===== src/rtl/rxdso_defs.vh =====
// constants for the receive deserializer and five-times oversampler
// assumes byte addresses on a 32-bit register bus, one word per register
`ifndef RXDSO_DEFS_VH
`define RXDSO_DEFS_VH
// register byte offsets
`define RXDSO_CTRL_OFF    8'h00
`define RXDSO_RESET_OFF   8'h04
`define RXDSO_STATUS_OFF  8'h08
`define RXDSO_UDIV_OFF    8'h0C
`define RXDSO_TUNE_OFF    8'h10
// control register fields
`define RXDSO_CTRL_OS     0
`define RXDSO_CTRL_WIDE   1
`define RXDSO_CTRL_TRACK  2
`define RXDSO_CTRL_DIV_LO 4
`define RXDSO_CTRL_URUN   8
`define RXDSO_CTRL_RST    32'h0000_0104
// reset register fields, write one to pulse
`define RXDSO_RST_PCS_LO  0
`define RXDSO_RST_CDR_LO  8
// status register fields
`define RXDSO_STAT_ERR_LO 0
`define RXDSO_STAT_PH_LO  8
// user clock divider and tuning word reset values
`define RXDSO_UDIV_RST    16'h0009
`define RXDSO_TUNE_RST    25'h0000000
// datapath figures
`define RXDSO_LAST_W16    4'h7
`define RXDSO_LAST_W20    4'h9
`define RXDSO_PHASE_RST   3'h2
`endif


===== src/rtl/rxdso_deser.v =====
// serial to parallel converter, two line bits per line-rate step
// assumes bit_en_in marks each line-rate step, pair bit 0 is the older bit
`timescale 1ns/100ps
`include "rxdso_defs.vh"
module rxdso_deser (
  input  wire        clk_sys_in,     // system clock
  input  wire        rstn_in,        // async reset, active low
  input  wire        restart_in,     // clock recovery reset pulse
  input  wire        bit_en_in,      // line-rate step strobe
  input  wire [1:0]  serial_pair_in, // bits of rising and falling edge
  input  wire        wide_in,        // high for 20-bit words
  output reg  [19:0] word_out,       // parallel word, oldest bit in bit 0
  output reg         word_valid_out  // one pulse per parallel-side clock
);
  reg  [19:0] shift_q;
  reg  [3:0]  cnt_q;
  wire [19:0] shift_d = {serial_pair_in, shift_q[19:2]};
  wire [3:0]  last    = wide_in ? `RXDSO_LAST_W20 : `RXDSO_LAST_W16;

  // shift both edge bits in, emit a word every width/2 steps
  always @(posedge clk_sys_in or negedge rstn_in) begin
    if (!rstn_in) begin
      shift_q        <= 20'h00000;
      cnt_q          <= 4'h0;
      word_out       <= 20'h00000;
      word_valid_out <= 1'b0;
    end else if (restart_in) begin
      cnt_q          <= 4'h0;
      word_valid_out <= 1'b0;
    end else begin
      word_valid_out <= 1'b0;
      if (bit_en_in) begin
        shift_q <= shift_d;                                      // [RL3]
        if (cnt_q == last) begin                                 // [RL5]
          cnt_q          <= 4'h0;
          word_valid_out <= 1'b1;
          word_out       <= wide_in ? shift_d : {4'h0, shift_d[19:4]}; // [RL1]
        end else begin
          cnt_q <= cnt_q + 4'h1;
        end
      end
    end
  end
endmodule // rxdso_deser


===== src/rtl/rxdso_ovs.v =====
// five-times oversampler: 20 samples in, 4 data bits out
// assumes 20-bit words with the oldest sample in bit 0
`timescale 1ns/100ps
`include "rxdso_defs.vh"
module rxdso_ovs (
  input  wire        clk_sys_in,       // system clock
  input  wire        rstn_in,          // async reset, active low
  input  wire        restart_in,       // clock recovery reset pulse
  input  wire        track_in,         // sample point tracking enable
  input  wire [19:0] word_in,          // oversampled word
  input  wire        word_valid_in,    // word strobe
  output reg  [3:0]  nibble_out,       // recovered data, oldest in bit 0
  output reg         nibble_valid_out, // one pulse per word
  output reg  [2:0]  phase_out         // current sample point 0..4
);
  reg         prev_q;
  reg  [2:0]  best;
  reg  [2:0]  bmax;
  reg  [2:0]  center;
  wire [19:0] trans;
  wire [2:0]  bcnt [0:4];
  wire [19:0] picked = word_in >> phase_out;
  integer     k;

  // transition flags, bit 0 against the prior word's last sample
  genvar i;
  generate
    for (i = 0; i < 20; i = i + 1) begin : g_tr
      if (i == 0) begin : g_first
        assign trans[i] = word_in[0] ^ prev_q;
      end else begin : g_rest
        assign trans[i] = word_in[i] ^ word_in[i-1];
      end
    end
    for (i = 0; i < 5; i = i + 1) begin : g_bk
      assign bcnt[i] = {2'h0, trans[i]} + {2'h0, trans[i+5]}
                     + {2'h0, trans[i+10]} + {2'h0, trans[i+15]};
    end
  endgenerate

  // strongest edge phase, sample point sits two samples past it
  always @* begin
    best = 3'h0;
    bmax = bcnt[0];
    for (k = 1; k < 5; k = k + 1) begin
      if (bcnt[k] > bmax) begin
        bmax = bcnt[k];
        best = k[2:0];
      end
    end
    case (best)
      3'h0:    center = 3'h2;
      3'h1:    center = 3'h3;
      3'h2:    center = 3'h4;
      3'h3:    center = 3'h0;
      default: center = 3'h1;
    endcase
  end

  // pick one sample in five, move the point only while tracking
  always @(posedge clk_sys_in or negedge rstn_in) begin
    if (!rstn_in) begin
      prev_q           <= 1'b0;
      nibble_out       <= 4'h0;
      nibble_valid_out <= 1'b0;
      phase_out        <= `RXDSO_PHASE_RST;
    end else if (restart_in) begin
      nibble_valid_out <= 1'b0;
      phase_out        <= `RXDSO_PHASE_RST;
    end else begin
      nibble_valid_out <= word_valid_in;
      if (word_valid_in) begin
        prev_q     <= word_in[19];
        nibble_out <= {picked[15], picked[10], picked[5], picked[0]}; // [RL7]
        if (track_in && (|trans))                                     // [RL15]
          phase_out <= center;                                        // [RL7]
      end
    end
  end
endmodule // rxdso_ovs


===== src/rtl/rxdso_top.v =====
// receive deserializer with five-times oversampler for a two-lane tile
// assumes an AXI4-Lite master on the register side and line bits
// arriving synchronous to clk_sys_in, two bits per clock at full rate
//
// Overview of operation
// [RL1] without oversampling width select gives 16/20 bits
// [RL2] oversampling forces the 20-bit datapath
// [RL3] deserializer takes bits on both clock edges
// [RL4] line rate is twice pll clock over divider
// [RL5] parallel clock is line rate over width
// [RL6] serial and parallel clocks come from recovery
// [RL7] oversampler yields four bits per twenty samples
// [RL8] integrator sets line rate to five times data
// [RL9] integrator keeps pll clock inside its range
// [RL10] pll clock from reference and divider ratio
// [RL11] oversampled words arrive at line rate over 20
// [RL12] oversampler output feeds pcs at user clock
// [RL13] user clock sums use the desired rate
// [RL14] oversampling enable covers both tile lanes
// [RL15] tracking moves sample point, else it holds
// [RL16] buffer overflow or underflow raises error output
// [RL17] pcs or recovery reset clears the error
// [RL18] tracking input is best tied high
// [RL19] tuning word default, or 0F44000 when oversampling
// [RL20] line-rate divider is one, two or four
// [RL21] error stays high until a clearing reset
//
// The placing of the registers and the AXI4-Lite slave port are this design's own decisions.
`timescale 1ns/100ps
`include "rxdso_defs.vh"
module rxdso_top #(
  parameter LANES  = 2, // lanes in the tile
  parameter FIFO_D = 8, // oversampler buffer depth
  parameter FIFO_A = 3  // log2 of FIFO_D
) (
  input  wire                clk_sys_in,               // system clock, 100 MHz
  input  wire                rstn_in,                  // async reset, active low
  input  wire [7:0]          s_axi_awaddr,             // write address
  input  wire                s_axi_awvalid,            // write address valid
  output reg                 s_axi_awready,            // write address ready
  input  wire [31:0]         s_axi_wdata,              // write data
  input  wire [3:0]          s_axi_wstrb,              // write byte strobes
  input  wire                s_axi_wvalid,             // write data valid
  output reg                 s_axi_wready,             // write data ready
  output reg  [1:0]          s_axi_bresp,              // write response
  output reg                 s_axi_bvalid,             // write response valid
  input  wire                s_axi_bready,             // write response ready
  input  wire [7:0]          s_axi_araddr,             // read address
  input  wire                s_axi_arvalid,            // read address valid
  output reg                 s_axi_arready,            // read address ready
  output reg  [31:0]         s_axi_rdata,              // read data
  output reg  [1:0]          s_axi_rresp,              // read response
  output reg                 s_axi_rvalid,             // read data valid
  input  wire                s_axi_rready,             // read data ready
  input  wire [2*LANES-1:0]  rx_serial_in,             // two line bits per lane
  output reg  [20*LANES-1:0] rx_data_out,              // pcs data per lane
  output reg  [LANES-1:0]    rx_valid_out,             // pcs data strobe per lane
  output reg  [LANES-1:0]    sampler_buffer_error_out, // buffer error per lane
  output reg  [24:0]         recovery_tuning_word_out  // tuning word to recovery
);
  localparam [1:0] RESP_OK  = 2'h0;
  localparam [1:0] RESP_ERR = 2'h2;

  // register state
  reg  [31:0]      ctrl_q;
  reg  [15:0]      udiv_q;
  reg  [LANES-1:0] pcs_rst_q;
  reg  [LANES-1:0] cdr_rst_q;
  // bus state
  reg              aw_have_q;
  reg              w_have_q;
  reg  [7:0]       awaddr_q;
  reg  [31:0]      wdata_q;
  reg  [3:0]       wstrb_q;
  reg  [31:0]      rd_val;
  reg              rd_hit;
  // clock strobes
  reg  [1:0]       dcnt_q;
  reg  [1:0]       dlast;
  reg  [15:0]      ucnt_q;
  wire             wr_fire = aw_have_q && w_have_q && !s_axi_bvalid;
  wire             wr_hit  = (awaddr_q == `RXDSO_CTRL_OFF)  || (awaddr_q == `RXDSO_RESET_OFF)
                          || (awaddr_q == `RXDSO_UDIV_OFF)  || (awaddr_q == `RXDSO_TUNE_OFF);
  wire             os_en   = ctrl_q[`RXDSO_CTRL_OS];
  wire             wide    = os_en | ctrl_q[`RXDSO_CTRL_WIDE];
  wire             track   = ctrl_q[`RXDSO_CTRL_TRACK];
  wire             urun    = ctrl_q[`RXDSO_CTRL_URUN];
  wire [1:0]       divsel  = ctrl_q[`RXDSO_CTRL_DIV_LO+1:`RXDSO_CTRL_DIV_LO];
  wire             bit_en  = (dcnt_q == dlast);
  wire             utick   = (ucnt_q == udiv_q);
  wire [3*LANES-1:0] phase;

  // merge write data into a register under the byte strobes
  function [31:0] wmerge;
    input [31:0] old;
    input [31:0] data;
    input [3:0]  strb;
    integer      b;
    begin
      wmerge = old;
      for (b = 0; b < 4; b = b + 1) begin
        if (strb[b])
          wmerge[8*b +: 8] = data[8*b +: 8];
      end
    end
  endfunction
  // merged writes
  wire [31:0] udiv_m = wmerge({16'h0000, udiv_q}, wdata_q, wstrb_q);
  wire [31:0] tune_m = wmerge({7'h00, recovery_tuning_word_out}, wdata_q, wstrb_q);

  // write channels: address and data taken in either order
  always @(posedge clk_sys_in or negedge rstn_in) begin
    if (!rstn_in) begin
      s_axi_awready <= 1'b1;
      s_axi_wready  <= 1'b1;
      s_axi_bvalid  <= 1'b0;
      s_axi_bresp   <= RESP_OK;
      aw_have_q     <= 1'b0;
      w_have_q      <= 1'b0;
      awaddr_q      <= 8'h00;
      wdata_q       <= 32'h0000_0000;
      wstrb_q       <= 4'h0;
    end else begin
      if (s_axi_awvalid && s_axi_awready) begin
        aw_have_q     <= 1'b1;
        awaddr_q      <= {s_axi_awaddr[7:2], 2'h0};
        s_axi_awready <= 1'b0;
      end
      if (s_axi_wvalid && s_axi_wready) begin
        w_have_q     <= 1'b1;
        wdata_q      <= s_axi_wdata;
        wstrb_q      <= s_axi_wstrb;
        s_axi_wready <= 1'b0;
      end
      if (wr_fire) begin
        aw_have_q    <= 1'b0;
        w_have_q     <= 1'b0;
        s_axi_bvalid <= 1'b1;
        s_axi_bresp  <= wr_hit ? RESP_OK : RESP_ERR;
      end
      if (s_axi_bvalid && s_axi_bready) begin
        s_axi_bvalid  <= 1'b0;
        s_axi_awready <= 1'b1;
        s_axi_wready  <= 1'b1;
      end
    end
  end

  // register writes; reset bits pulse one cycle
  always @(posedge clk_sys_in or negedge rstn_in) begin
    if (!rstn_in) begin
      ctrl_q                   <= `RXDSO_CTRL_RST;
      udiv_q                   <= `RXDSO_UDIV_RST;
      recovery_tuning_word_out <= `RXDSO_TUNE_RST;
      pcs_rst_q                <= {LANES{1'b0}};
      cdr_rst_q                <= {LANES{1'b0}};
    end else begin
      pcs_rst_q <= {LANES{1'b0}};
      cdr_rst_q <= {LANES{1'b0}};
      if (wr_fire) begin
        case (awaddr_q)
          `RXDSO_CTRL_OFF: ctrl_q <= wmerge(ctrl_q, wdata_q, wstrb_q); // [RL14]
          `RXDSO_RESET_OFF: begin
            pcs_rst_q <= wdata_q[`RXDSO_RST_PCS_LO +: LANES] & {LANES{wstrb_q[0]}};
            cdr_rst_q <= wdata_q[`RXDSO_RST_CDR_LO +: LANES] & {LANES{wstrb_q[1]}};
          end
          `RXDSO_UDIV_OFF: udiv_q <= udiv_m[15:0];
          `RXDSO_TUNE_OFF: recovery_tuning_word_out <= tune_m[24:0]; // [RL19]
          default: ctrl_q <= ctrl_q;
        endcase
      end
    end
  end

  // read decode
  always @* begin
    rd_val = 32'h0000_0000;
    rd_hit = 1'b1;
    case ({s_axi_araddr[7:2], 2'h0})
      `RXDSO_CTRL_OFF:   rd_val = ctrl_q;
      `RXDSO_RESET_OFF:  rd_val = 32'h0000_0000;
      `RXDSO_STATUS_OFF: begin
        rd_val[`RXDSO_STAT_ERR_LO +: LANES]  = sampler_buffer_error_out;
        rd_val[`RXDSO_STAT_PH_LO +: 3*LANES] = phase;
      end
      `RXDSO_UDIV_OFF:   rd_val = {16'h0000, udiv_q};
      `RXDSO_TUNE_OFF:   rd_val = {7'h00, recovery_tuning_word_out};
      default:           rd_hit = 1'b0;
    endcase
  end

  // read channel, answer one edge after the take
  always @(posedge clk_sys_in or negedge rstn_in) begin
    if (!rstn_in) begin
      s_axi_arready <= 1'b1;
      s_axi_rvalid  <= 1'b0;
      s_axi_rdata   <= 32'h0000_0000;
      s_axi_rresp   <= RESP_OK;
    end else begin
      if (s_axi_arvalid && s_axi_arready) begin
        s_axi_arready <= 1'b0;
        s_axi_rvalid  <= 1'b1;
        s_axi_rdata   <= rd_val;
        s_axi_rresp   <= rd_hit ? RESP_OK : RESP_ERR;
      end else if (s_axi_rvalid && s_axi_rready) begin
        s_axi_rvalid  <= 1'b0;
        s_axi_arready <= 1'b1;
      end
    end
  end

  // line-rate step: two bits per step, one step every divider clocks;
  // code 3 acts as four
  always @* begin
    case (divsel)
      2'h0:    dlast = 2'h0;
      2'h1:    dlast = 2'h1;
      default: dlast = 2'h3;
    endcase
  end

  // divider counter and pcs user clock counter
  always @(posedge clk_sys_in or negedge rstn_in) begin
    if (!rstn_in) begin
      dcnt_q <= 2'h0;
      ucnt_q <= 16'h0000;
    end else begin
      dcnt_q <= bit_en ? 2'h0 : dcnt_q + 2'h1;                 // [RL4] [RL6]
      ucnt_q <= (utick || !urun) ? 16'h0000 : ucnt_q + 16'h0001;
    end
  end

  // per lane: deserializer, oversampler, buffer, output
  genvar l;
  generate
    for (l = 0; l < LANES; l = l + 1) begin : g_lane
      wire [19:0]      word;
      wire             word_v;
      wire [3:0]       nib;
      wire             nib_v;
      reg  [3:0]       mem [0:FIFO_D-1];
      reg  [FIFO_A:0]  wp_q;
      reg  [FIFO_A:0]  rp_q;
      reg              primed_q;
      wire             full  = (wp_q[FIFO_A] != rp_q[FIFO_A])
                            && (wp_q[FIFO_A-1:0] == rp_q[FIFO_A-1:0]);
      wire             empty = (wp_q == rp_q);
      wire             wr    = os_en && nib_v;
      wire             rd    = os_en && urun && utick;
      wire             ovf   = wr && full;
      wire             udf   = rd && empty && primed_q;

      rxdso_deser u_deser (
        .clk_sys_in     (clk_sys_in),
        .rstn_in        (rstn_in),
        .restart_in     (cdr_rst_q[l]),
        .bit_en_in      (bit_en),
        .serial_pair_in (rx_serial_in[2*l +: 2]),
        .wide_in        (wide),                                     // [RL2]
        .word_out       (word),
        .word_valid_out (word_v)
      );

      rxdso_ovs u_ovs (
        .clk_sys_in       (clk_sys_in),
        .rstn_in          (rstn_in),
        .restart_in       (cdr_rst_q[l]),
        .track_in         (track),
        .word_in          (word),
        .word_valid_in    (word_v && os_en),                        // [RL11]
        .nibble_out       (nib),
        .nibble_valid_out (nib_v),
        .phase_out        (phase[3*l +: 3])
      );

      // buffer storage
      always @(posedge clk_sys_in) begin
        if (wr && !full)
          mem[wp_q[FIFO_A-1:0]] <= nib;
      end

      // buffer pointers, flushed by the pcs reset
      always @(posedge clk_sys_in or negedge rstn_in) begin
        if (!rstn_in) begin
          wp_q     <= {(FIFO_A+1){1'b0}};
          rp_q     <= {(FIFO_A+1){1'b0}};
          primed_q <= 1'b0;
        end else if (pcs_rst_q[l]) begin
          wp_q     <= {(FIFO_A+1){1'b0}};
          rp_q     <= {(FIFO_A+1){1'b0}};
          primed_q <= 1'b0;
        end else begin
          if (wr && !full) begin
            wp_q     <= wp_q + 1'b1;
            primed_q <= 1'b1;
          end
          if (rd && !empty)
            rp_q <= rp_q + 1'b1;
        end
      end

      // sticky error; a new fault in the clearing cycle wins
      always @(posedge clk_sys_in or negedge rstn_in) begin
        if (!rstn_in)
          sampler_buffer_error_out[l] <= 1'b0;
        else if (ovf || udf)
          sampler_buffer_error_out[l] <= 1'b1;                      // [RL16] [RL21]
        else if (pcs_rst_q[l] || cdr_rst_q[l])
          sampler_buffer_error_out[l] <= 1'b0;                      // [RL17]
      end

      // pcs side: raw words or nibbles on user ticks
      always @(posedge clk_sys_in or negedge rstn_in) begin
        if (!rstn_in) begin
          rx_data_out[20*l +: 20] <= 20'h00000;
          rx_valid_out[l]         <= 1'b0;
        end else if (!os_en) begin
          rx_valid_out[l] <= word_v;                                // [RL5]
          if (word_v)
            rx_data_out[20*l +: 20] <= word;                        // [RL1]
        end else begin
          rx_valid_out[l] <= rd && !empty;                          // [RL12]
          if (rd && !empty)
            rx_data_out[20*l +: 20] <= {16'h0000, mem[rp_q[FIFO_A-1:0]]};
        end
      end
    end
  endgenerate
endmodule // rxdso_top


===== config.mk =====
export PLATFORM = sky130hd
export DESIGN_NAME = rxdso_top
export DESIGN_NICKNAME = d
export VERILOG_FILES = /design/src/rtl/rxdso_deser.v /design/src/rtl/rxdso_ovs.v /design/src/rtl/rxdso_top.v
export VERILOG_INCLUDE_DIRS = /design/src /design/src/rtl
export SDC_FILE = /design/constraint.sdc
export NUM_CORES = 1
export LEC_CHECK = 0
export ABC_AREA = 0
export BUFFER_PORTS_ARGS = -buffer_cell sky130_fd_sc_hd__clkbuf_2
export CAP_MARGIN = 20
export CORE_ASPECT_RATIO = 0.9
export CORE_MARGIN = 1.5
export CORE_UTILIZATION = 48
export CTS_BUF_LIST = sky130_fd_sc_hd__clkbuf_2 sky130_fd_sc_hd__clkbuf_4 sky130_fd_sc_hd__clkbuf_8
export DETAILED_ROUTE_END_ITERATION = 12
export PLACE_DENSITY_LB_ADDON = 0.08
export REMOVE_ABC_BUFFERS = 1
export SLEW_MARGIN = 20
export SYNTH_ARGS = -nofsm -noshare
export SYNTH_HDL_FRONTEND = slang
export SYNTH_SLANG_ARGS = --single-unit
export TNS_END_PERCENT = 10

===== constraint.sdc =====
create_clock -name clk_sys_in -period 17.3 [get_ports clk_sys_in]
set_input_delay 1.73 -clock clk_sys_in [delete_from_list [all_inputs] [get_ports clk_sys_in]]
set_output_delay 1.73 -clock clk_sys_in [all_outputs]
set_load 0.02 [all_outputs]

==> impl_metrics.json, run 1 <==
{
  "cpPeakStageDelay_ns": 0.52,
  "finClkSkew_ns": 0.0222,
  "critPathLaunchType": "flop",
  "synth-seq-area-share_pct": 54.5,
  "synth_area_per_cell_um2": 12.0,
  "cts_setup_buffers": 0,
  "yosysWarnings": 0,
  "cts_tree": "built",
  "via_per_inst": 5.44,
  "fill_cells": 3424,
  "grt_pass1_wl_um": 71900,
  "setup_viol": 0,
  "coreArea_um2": 39600,
  "fin_crit_sh_pct": 38.9,
  "synthesis.instances": 1618,
  "min_period_ns": 6.73,
  "drive_gt1_share_pct": 28.2,
  "io_pins": 173,
  "grt_pass1_vias": 13000,
  "grt_usage_pct": 21.8,
  "gp_congestion": 0.852,
  "max-slew-margin-rel_pct": 30.6,
  "dieArea_um2": 41500,
  "dp_cells": 2230,
  "cts.clk_slew.worst_paths_ns": 0.06,
  "numCtsBuffers": 71,
  "overflow": 0,
  "yosys.area.top_type": "dfrtp_1",
  "hold_viol": 0,
  "wl_per_cell_um": 18.8,
  "syn2layout_area_growth_pct": 14.1,
  "status": "complete, no violations",
  "dr_total_vias": 12800,
  "ant_nets": 0,
  "cts_hold_buf": 0,
  "path_class": "reg2reg",
  "pre_cts_slack_ns": 10.62,
  "initial_core_util_pct": 48.8,
  "holdCritPathClass": "reg2reg",
  "drtPass1Iterations": 5,
  "cp.required_ns": 17.84,
  "synth-seq-cells": 408,
  "cap_violations": 0,
  "diodes": 0,
  "die_h_um": 193,
  "synth_top_cells_by_area": "dfrtp_1 43%, edfxtp_1 9.9%, mux2_2 9.3%, mux4_2 3.5%, o21ai_0 3.4%",
  "final_max_slew_viol_count": 0,
  "cts_resized": 0,
  "rows": 69,
  "syn_area_um2": 19300,
  "cts_max_path_buffers": 3,
  "drcViolationCount": 0,
  "htreeDepth": 3,
  "synthFlopType": "dfrtp_1",
  "antenna_found_initial": 0,
  "crit_fanout": 7,
  "rsz0062_at_grt": "no",
  "worstMarginPinSlew_ns": 1.04,
  "cp-end-kind": "flop",
  "slowest_stage": "a2111oi_0",
  "cts_sinks": 408,
  "whs_ns": 0.482,
  "drt-initial-drc-count": 745,
  "clk_latency_ns": 0.61,
  "final_cells": 2353,
  "dp_hpwl_um": 30700,
  "layout.nets": 1895,
  "max_freq_mhz": 148,
  "ys_types": 69,
  "synth_edf_count": 64,
  "grt_max_degree": 96,
  "cpMostUsedCell": "ha_1",
  "totalNegativeSetupSlack_ns": 0,
  "die_x_um": 215,
  "synth_top_area_share_pct": 43.3,
  "setup_ws_ns": 10.57,
  "routed_wl_um": 44400,
  "clockRootBuffer": "clkbuf_8",
  "numPortBuffers": 166,
  "cp.arrival_ns": 7.27,
  "async_reset_ff_share_pct": 84.3
}
[critical path: cells and delay by family, from the launching register on]
family | cells | cell delay (ns)
multiplexers | 1 | 0.33
flip-flops | 1 | 0.48
adder cells (fa/ha/maj) | 7 | 1.96
AO/OA/AOI/OAI | 12 | 2.76
AND/OR/NAND/NOR | 5 | 0.62
XOR/XNOR | 1 | 0.28
buffers and inverters | 4 | 0.24
[per-stage QoR]
stage / area, µm² / util [%]
detailed placement: 20500 / 51.8
finish: 22100 / 55.7
global route: 22100 / 55.7
CTS: 22100 / 55.7
global placement: 20500 / 51.8
floorplan: 18900 / -
[synth_stat cells, types with 3 or more instances]
| master | instances |
|---|---|
| xor2_1 | 39 |
| o21ai_1 | 3 |
| and2_1 | 3 |
| o21a_1 | 6 |
| nor4_1 | 12 |
| fa_1 | 10 |
| buf_1 | 4 |
| a22o_1 | 16 |
| inv_1 | 84 |
| and4_1 | 7 |
| dfrtp_1 | 335 |
| nand3b_1 | 4 |
| a41oi_1 | 3 |
| mux2_2 | 159 |
| nor3b_1 | 6 |
| dfstp_2 | 9 |
| o21ai_0 | 131 |
| mux2i_1 | 58 |
| xnor2_1 | 52 |
| nand2b_1 | 5 |
| buf_4 | 3 |
| a22oi_1 | 14 |
| or3_1 | 4 |
| a21oi_1 | 24 |
| a31oi_1 | 5 |
| nand4_1 | 10 |
| edfxtp_1 | 64 |
| ha_1 | 51 |
| nand3_1 | 58 |
| and3_1 | 15 |
| nor2_1 | 78 |
| mux4_2 | 30 |
| nor2b_1 | 16 |
| clkbuf_1 | 78 |
| a21o_1 | 5 |
| mux2_4 | 3 |
| nor3_1 | 13 |
| buf_2 | 13 |
| a221o_1 | 8 |
| o31a_1 | 3 |
| nand2_1 | 132 |
| a222oi_1 | 8 |
[placed cells by master (no fill, tap or decap), drive strengths merged, types with 6 or more instances in the layout]
cell / Yosys / layout
dfrtp: 335 / 335
clkbuf: 78 / 279
mux2: 162 / 162
o21ai: 134 / 134
nand2: 132 / 132
inv: 85 / 86
nor2: 80 / 80
edfxtp: 64 / 64
nand3: 58 / 58
mux2i: 58 / 58
xnor2: 52 / 52
ha: 51 / 51
xor2: 39 / 39
mux4: 30 / 30
a21oi: 24 / 24
nor2b: 16 / 16
a22o: 16 / 16
and3: 15 / 15
a22oi: 14 / 14
nor3: 14 / 14
nor4: 13 / 13
buf: 21 / 13
nand4: 10 / 10
fa: 10 / 10
dfstp: 9 / 9
a222oi: 8 / 8
a221o: 8 / 8
and4: 7 / 7
nor3b: 7 / 7
o21a: 6 / 6
a21o: 6 / 6
[cell families after synthesis]
kind of cell | Yosys count | share of synthesized area, %
flip-flops | 408 | 54.5
AO/OA/AOI/OAI | 245 | 7.87
other | 1 | 0.0194
multiplexers | 250 | 16.0
adder cells (fa/ha/maj) | 61 | 4.33
XOR/XNOR | 91 | 4.12
AND/OR/NAND/NOR | 378 | 9.41
buffers and inverters | 184 | 3.78
[worst paths after layout]
kind                                                from                      endpoint  slack [ns]  cells after the start
max                        g_lane[0].u_deser.word_out[0]  g_lane[0].u_ovs.phase_out[1]       10.57                     30
min                                      s_axi_rdata[21]               s_axi_rdata[21]        0.48                      2
max reg2reg                g_lane[0].u_deser.word_out[0]  g_lane[0].u_ovs.phase_out[1]       10.57                     30
min reg2reg                              s_axi_rdata[21]               s_axi_rdata[21]        0.48                      2
max in group asynchronous                        rstn_in                    ctrl_q[25]       14.31                      3
min in group asynchronous                        rstn_in               rx_valid_out[1]        1.12                      1
[registers in the layout (all words and copies together) (netlist names), 4 cells and up]
| signal | flops |
|---|---|
| g_lane.rp_q | 8 |
| g_lane.u_ovs.nibble_out | 8 |
| udiv_q | 16 |
| g_lane.u_deser.word_out | 40 |
| awaddr_q | 6 |
| ctrl_q | 32 |
| g_lane.wp_q | 8 |
| ucnt_q | 16 |
| g_lane.u_deser.cnt_q | 8 |
| g_lane.mem | 64 |
| recovery_tuning_word_out | 25 |
| g_lane.u_ovs.phase_out | 6 |
| wstrb_q | 4 |
| s_axi_rdata | 32 |
| g_lane.u_deser.shift_q | 36 |
| rx_data_out | 40 |
| wdata_q | 32 |
[layout make-up]
cell class / count / area [µm²] / area share [%]
repair buffers: 178 / 931 / 4.22
clock inverters: 9 / 128 / 0.578
clock buffers: 114 / 1390 / 6.32
well taps: 532 / 666 / 3.02
multi-input cells: 1027 / 8090 / 36.7
inverters: 85 / 322 / 1.46
flip-flops and latches: 408 / 10500 / 47.8
[layer usage]
layer	global-route usage (%)	vias up	wire length, µm
met4	6.83	0	1130
met2	34.5	257	20900
met1	30.3	6403	20400
met3	4.51	81	1970
met5	0	-	0
li1	-	6068	-
Power of run 1 is not shown: default switching activity piles up to over one toggle a cycle in this logic, so the estimate is an artifact.
==> run 2, diff against run 1 <==
clock period = 6.89 ns   (was 17.3 ns; I/O delays follow)
==> run 2 against run 1 <==
Net effect:
- via count decreased by 0.66%
- hold slack lost 0.42 ns
- wire length up 0.39%
- core utilization is 0.11 points lower
- global-route usage is 0.11 points higher
- sequential share of layout area up 0.098 points
- first-iteration DRC count down 9.0%
- critical path type unchanged
==> impl_metrics.json, run 2 (synthesized netlist as in run 1, its figures left out) <==
{
  "cts.clk_slew.worst_paths_ns": 0.06,
  "via_per_inst": 5.41,
  "max-slew-margin-rel_pct": 27.0,
  "cts_sinks": 408,
  "cpMostUsedCell": "ha_1",
  "path_class": "reg2reg",
  "wl_met1_um": 20900,
  "cp-end-kind": "flop",
  "top_layer": "met4",
  "max_freq_mhz": 156,
  "clockRootBuffer": "clkbuf_8",
  "routed_wl_um": 44500,
  "final_common_cell": "dfrtp_1",
  "die_h_um": 193,
  "grt_usage_pct": 21.9,
  "gp_congestion": 0.813,
  "grt_max_degree": 140,
  "largest_reg_flops": 64,
  "drive_gt1_share_pct": 28.3,
  "syn2layout_area_growth_pct": 13.8,
  "cts_tree": "built",
  "diodes": 0,
  "regArea_um2": 10500,
  "status": "complete, no violations",
  "die_x_um": 215,
  "coreArea_um2": 39600,
  "cts_hold_buf": 0,
  "grt_pass1_wl_um": 72000,
  "dieArea_um2": 41500,
  "met2_length_um": 20900,
  "drtPass1Iterations": 5,
  "ant_nets": 0,
  "cp.arrival_ns": 6.96,
  "rsz0062_at_grt": "no",
  "finClkSkew_ns": 0.0257,
  "drcViolationCount": 0,
  "dp_hpwl_um": 30800,
  "cpPeakStageDelay_ns": 0.47,
  "cp.required_ns": 7.45,
  "numPortBuffers": 166,
  "worstMarginPinSlew_ns": 1.10,
  "dr_wl_met3_um": 1750,
  "io_pins": 173,
  "clk_latency_ns": 0.64,
  "fin_crit_sh_pct": 92.8,
  "grt_pass1_vias": 12900,
  "slowest_stage": "dfrtp_1",
  "final_max_slew_viol_count": 0,
  "hold_viol": 0,
  "layout.nets": 1894,
  "initial_core_util_pct": 48.8,
  "wl_per_cell_um": 18.9,
  "htreeDepth": 3,
  "min_period_ns": 6.40,
  "totalNegativeSetupSlack_ns": 0,
  "fill_cells": 3441,
  "dr_total_vias": 12700,
  "holdCritPathClass": "in2async",
  "antenna_found_initial": 1,
  "cap_violations": 0,
  "multi_input_area_um2": 8100,
  "rows": 69,
  "cts_max_path_buffers": 3,
  "setup_viol": 0,
  "most-common-layout-cells": "335 x dfrtp_1, 165 x clkbuf_2, 159 x mux2_2",
  "reg2reg_slack_ns": 0.49,
  "overflow": 0,
  "critPathLaunchType": "flop",
  "drt-initial-drc-count": 678,
  "numCtsBuffers": 71,
  "crit_fanout": 7
}
## run 2: repair_timing
action | 4_1_cts | 5_1_grt
setup endpoints to repair | 0 | 2
setup buffers | 0 | 0
gates resized for setup | 0 | 2
## run 2: through the flow
stage	cells	hold WS [ns]	worst slack [ns]	utilization [%]	instance area [µm²]
after floorplan	1520	0.393	1.16	-	18900
after global placement	2229	0.465	0.673	51.9	20500
after detailed placement	2229	0.470	0.449	51.9	20500
after CTS	2354	0.0943	0.419	55.6	22000
after global routing	2354	0.103	0.0232	55.6	22000
final	2354	0.0617	0.493	55.6	22000
## run 2: layer usage
layer  global-route usage [%]  vias to the layer above
met1                     30.6                     6329
met3                     4.34                       79
met4                     7.12                        0
met2                     34.6                      242
met5                        0                        -
li1                         -                     6075
## run 2: cell type report
| type | instances | area share [%] |
|---|---|---|
| timing repair buffer | 177 | 4.25 |
| sequential | 408 | 47.9 |
| clock buffer | 107 | 5.92 |
| tap | 532 | 3.02 |
| multi-input combinational | 1027 | 36.8 |
| inverter | 85 | 1.46 |
| clock inverter | 18 | 0.727 |
## run 2: path summary, 6_finish.rpt
check | from | to | cells past startpoint
max reg2reg | g_lane[0].u_deser.word_out[0] | g_lane[0].u_ovs.phase_out[1] | 30
min in group clk_sys_in | s_axi_awvalid | s_axi_awready | 2
min reg2reg | s_axi_rdata[27] | s_axi_rdata[27] | 2
max | g_lane[0].u_deser.word_out[0] | g_lane[0].u_ovs.phase_out[1] | 30
min | rstn_in | rx_valid_out[1] | 1
max in group asynchronous | rstn_in | g_lane[1].u_deser.shift_q[13] | 2
## run 2: critical path: cells and delay by family (launching register included)
kind / cells / cell delay [ns]
compound gates: 12 / 2.48
xor+xnor: 1 / 0.27
fa+ha+maj: 7 / 1.96
buf+inv: 4 / 0.25
flops: 1 / 0.47
mux: 1 / 0.32
simple gates: 5 / 0.59
Power of run 2 is left out for the same reason.
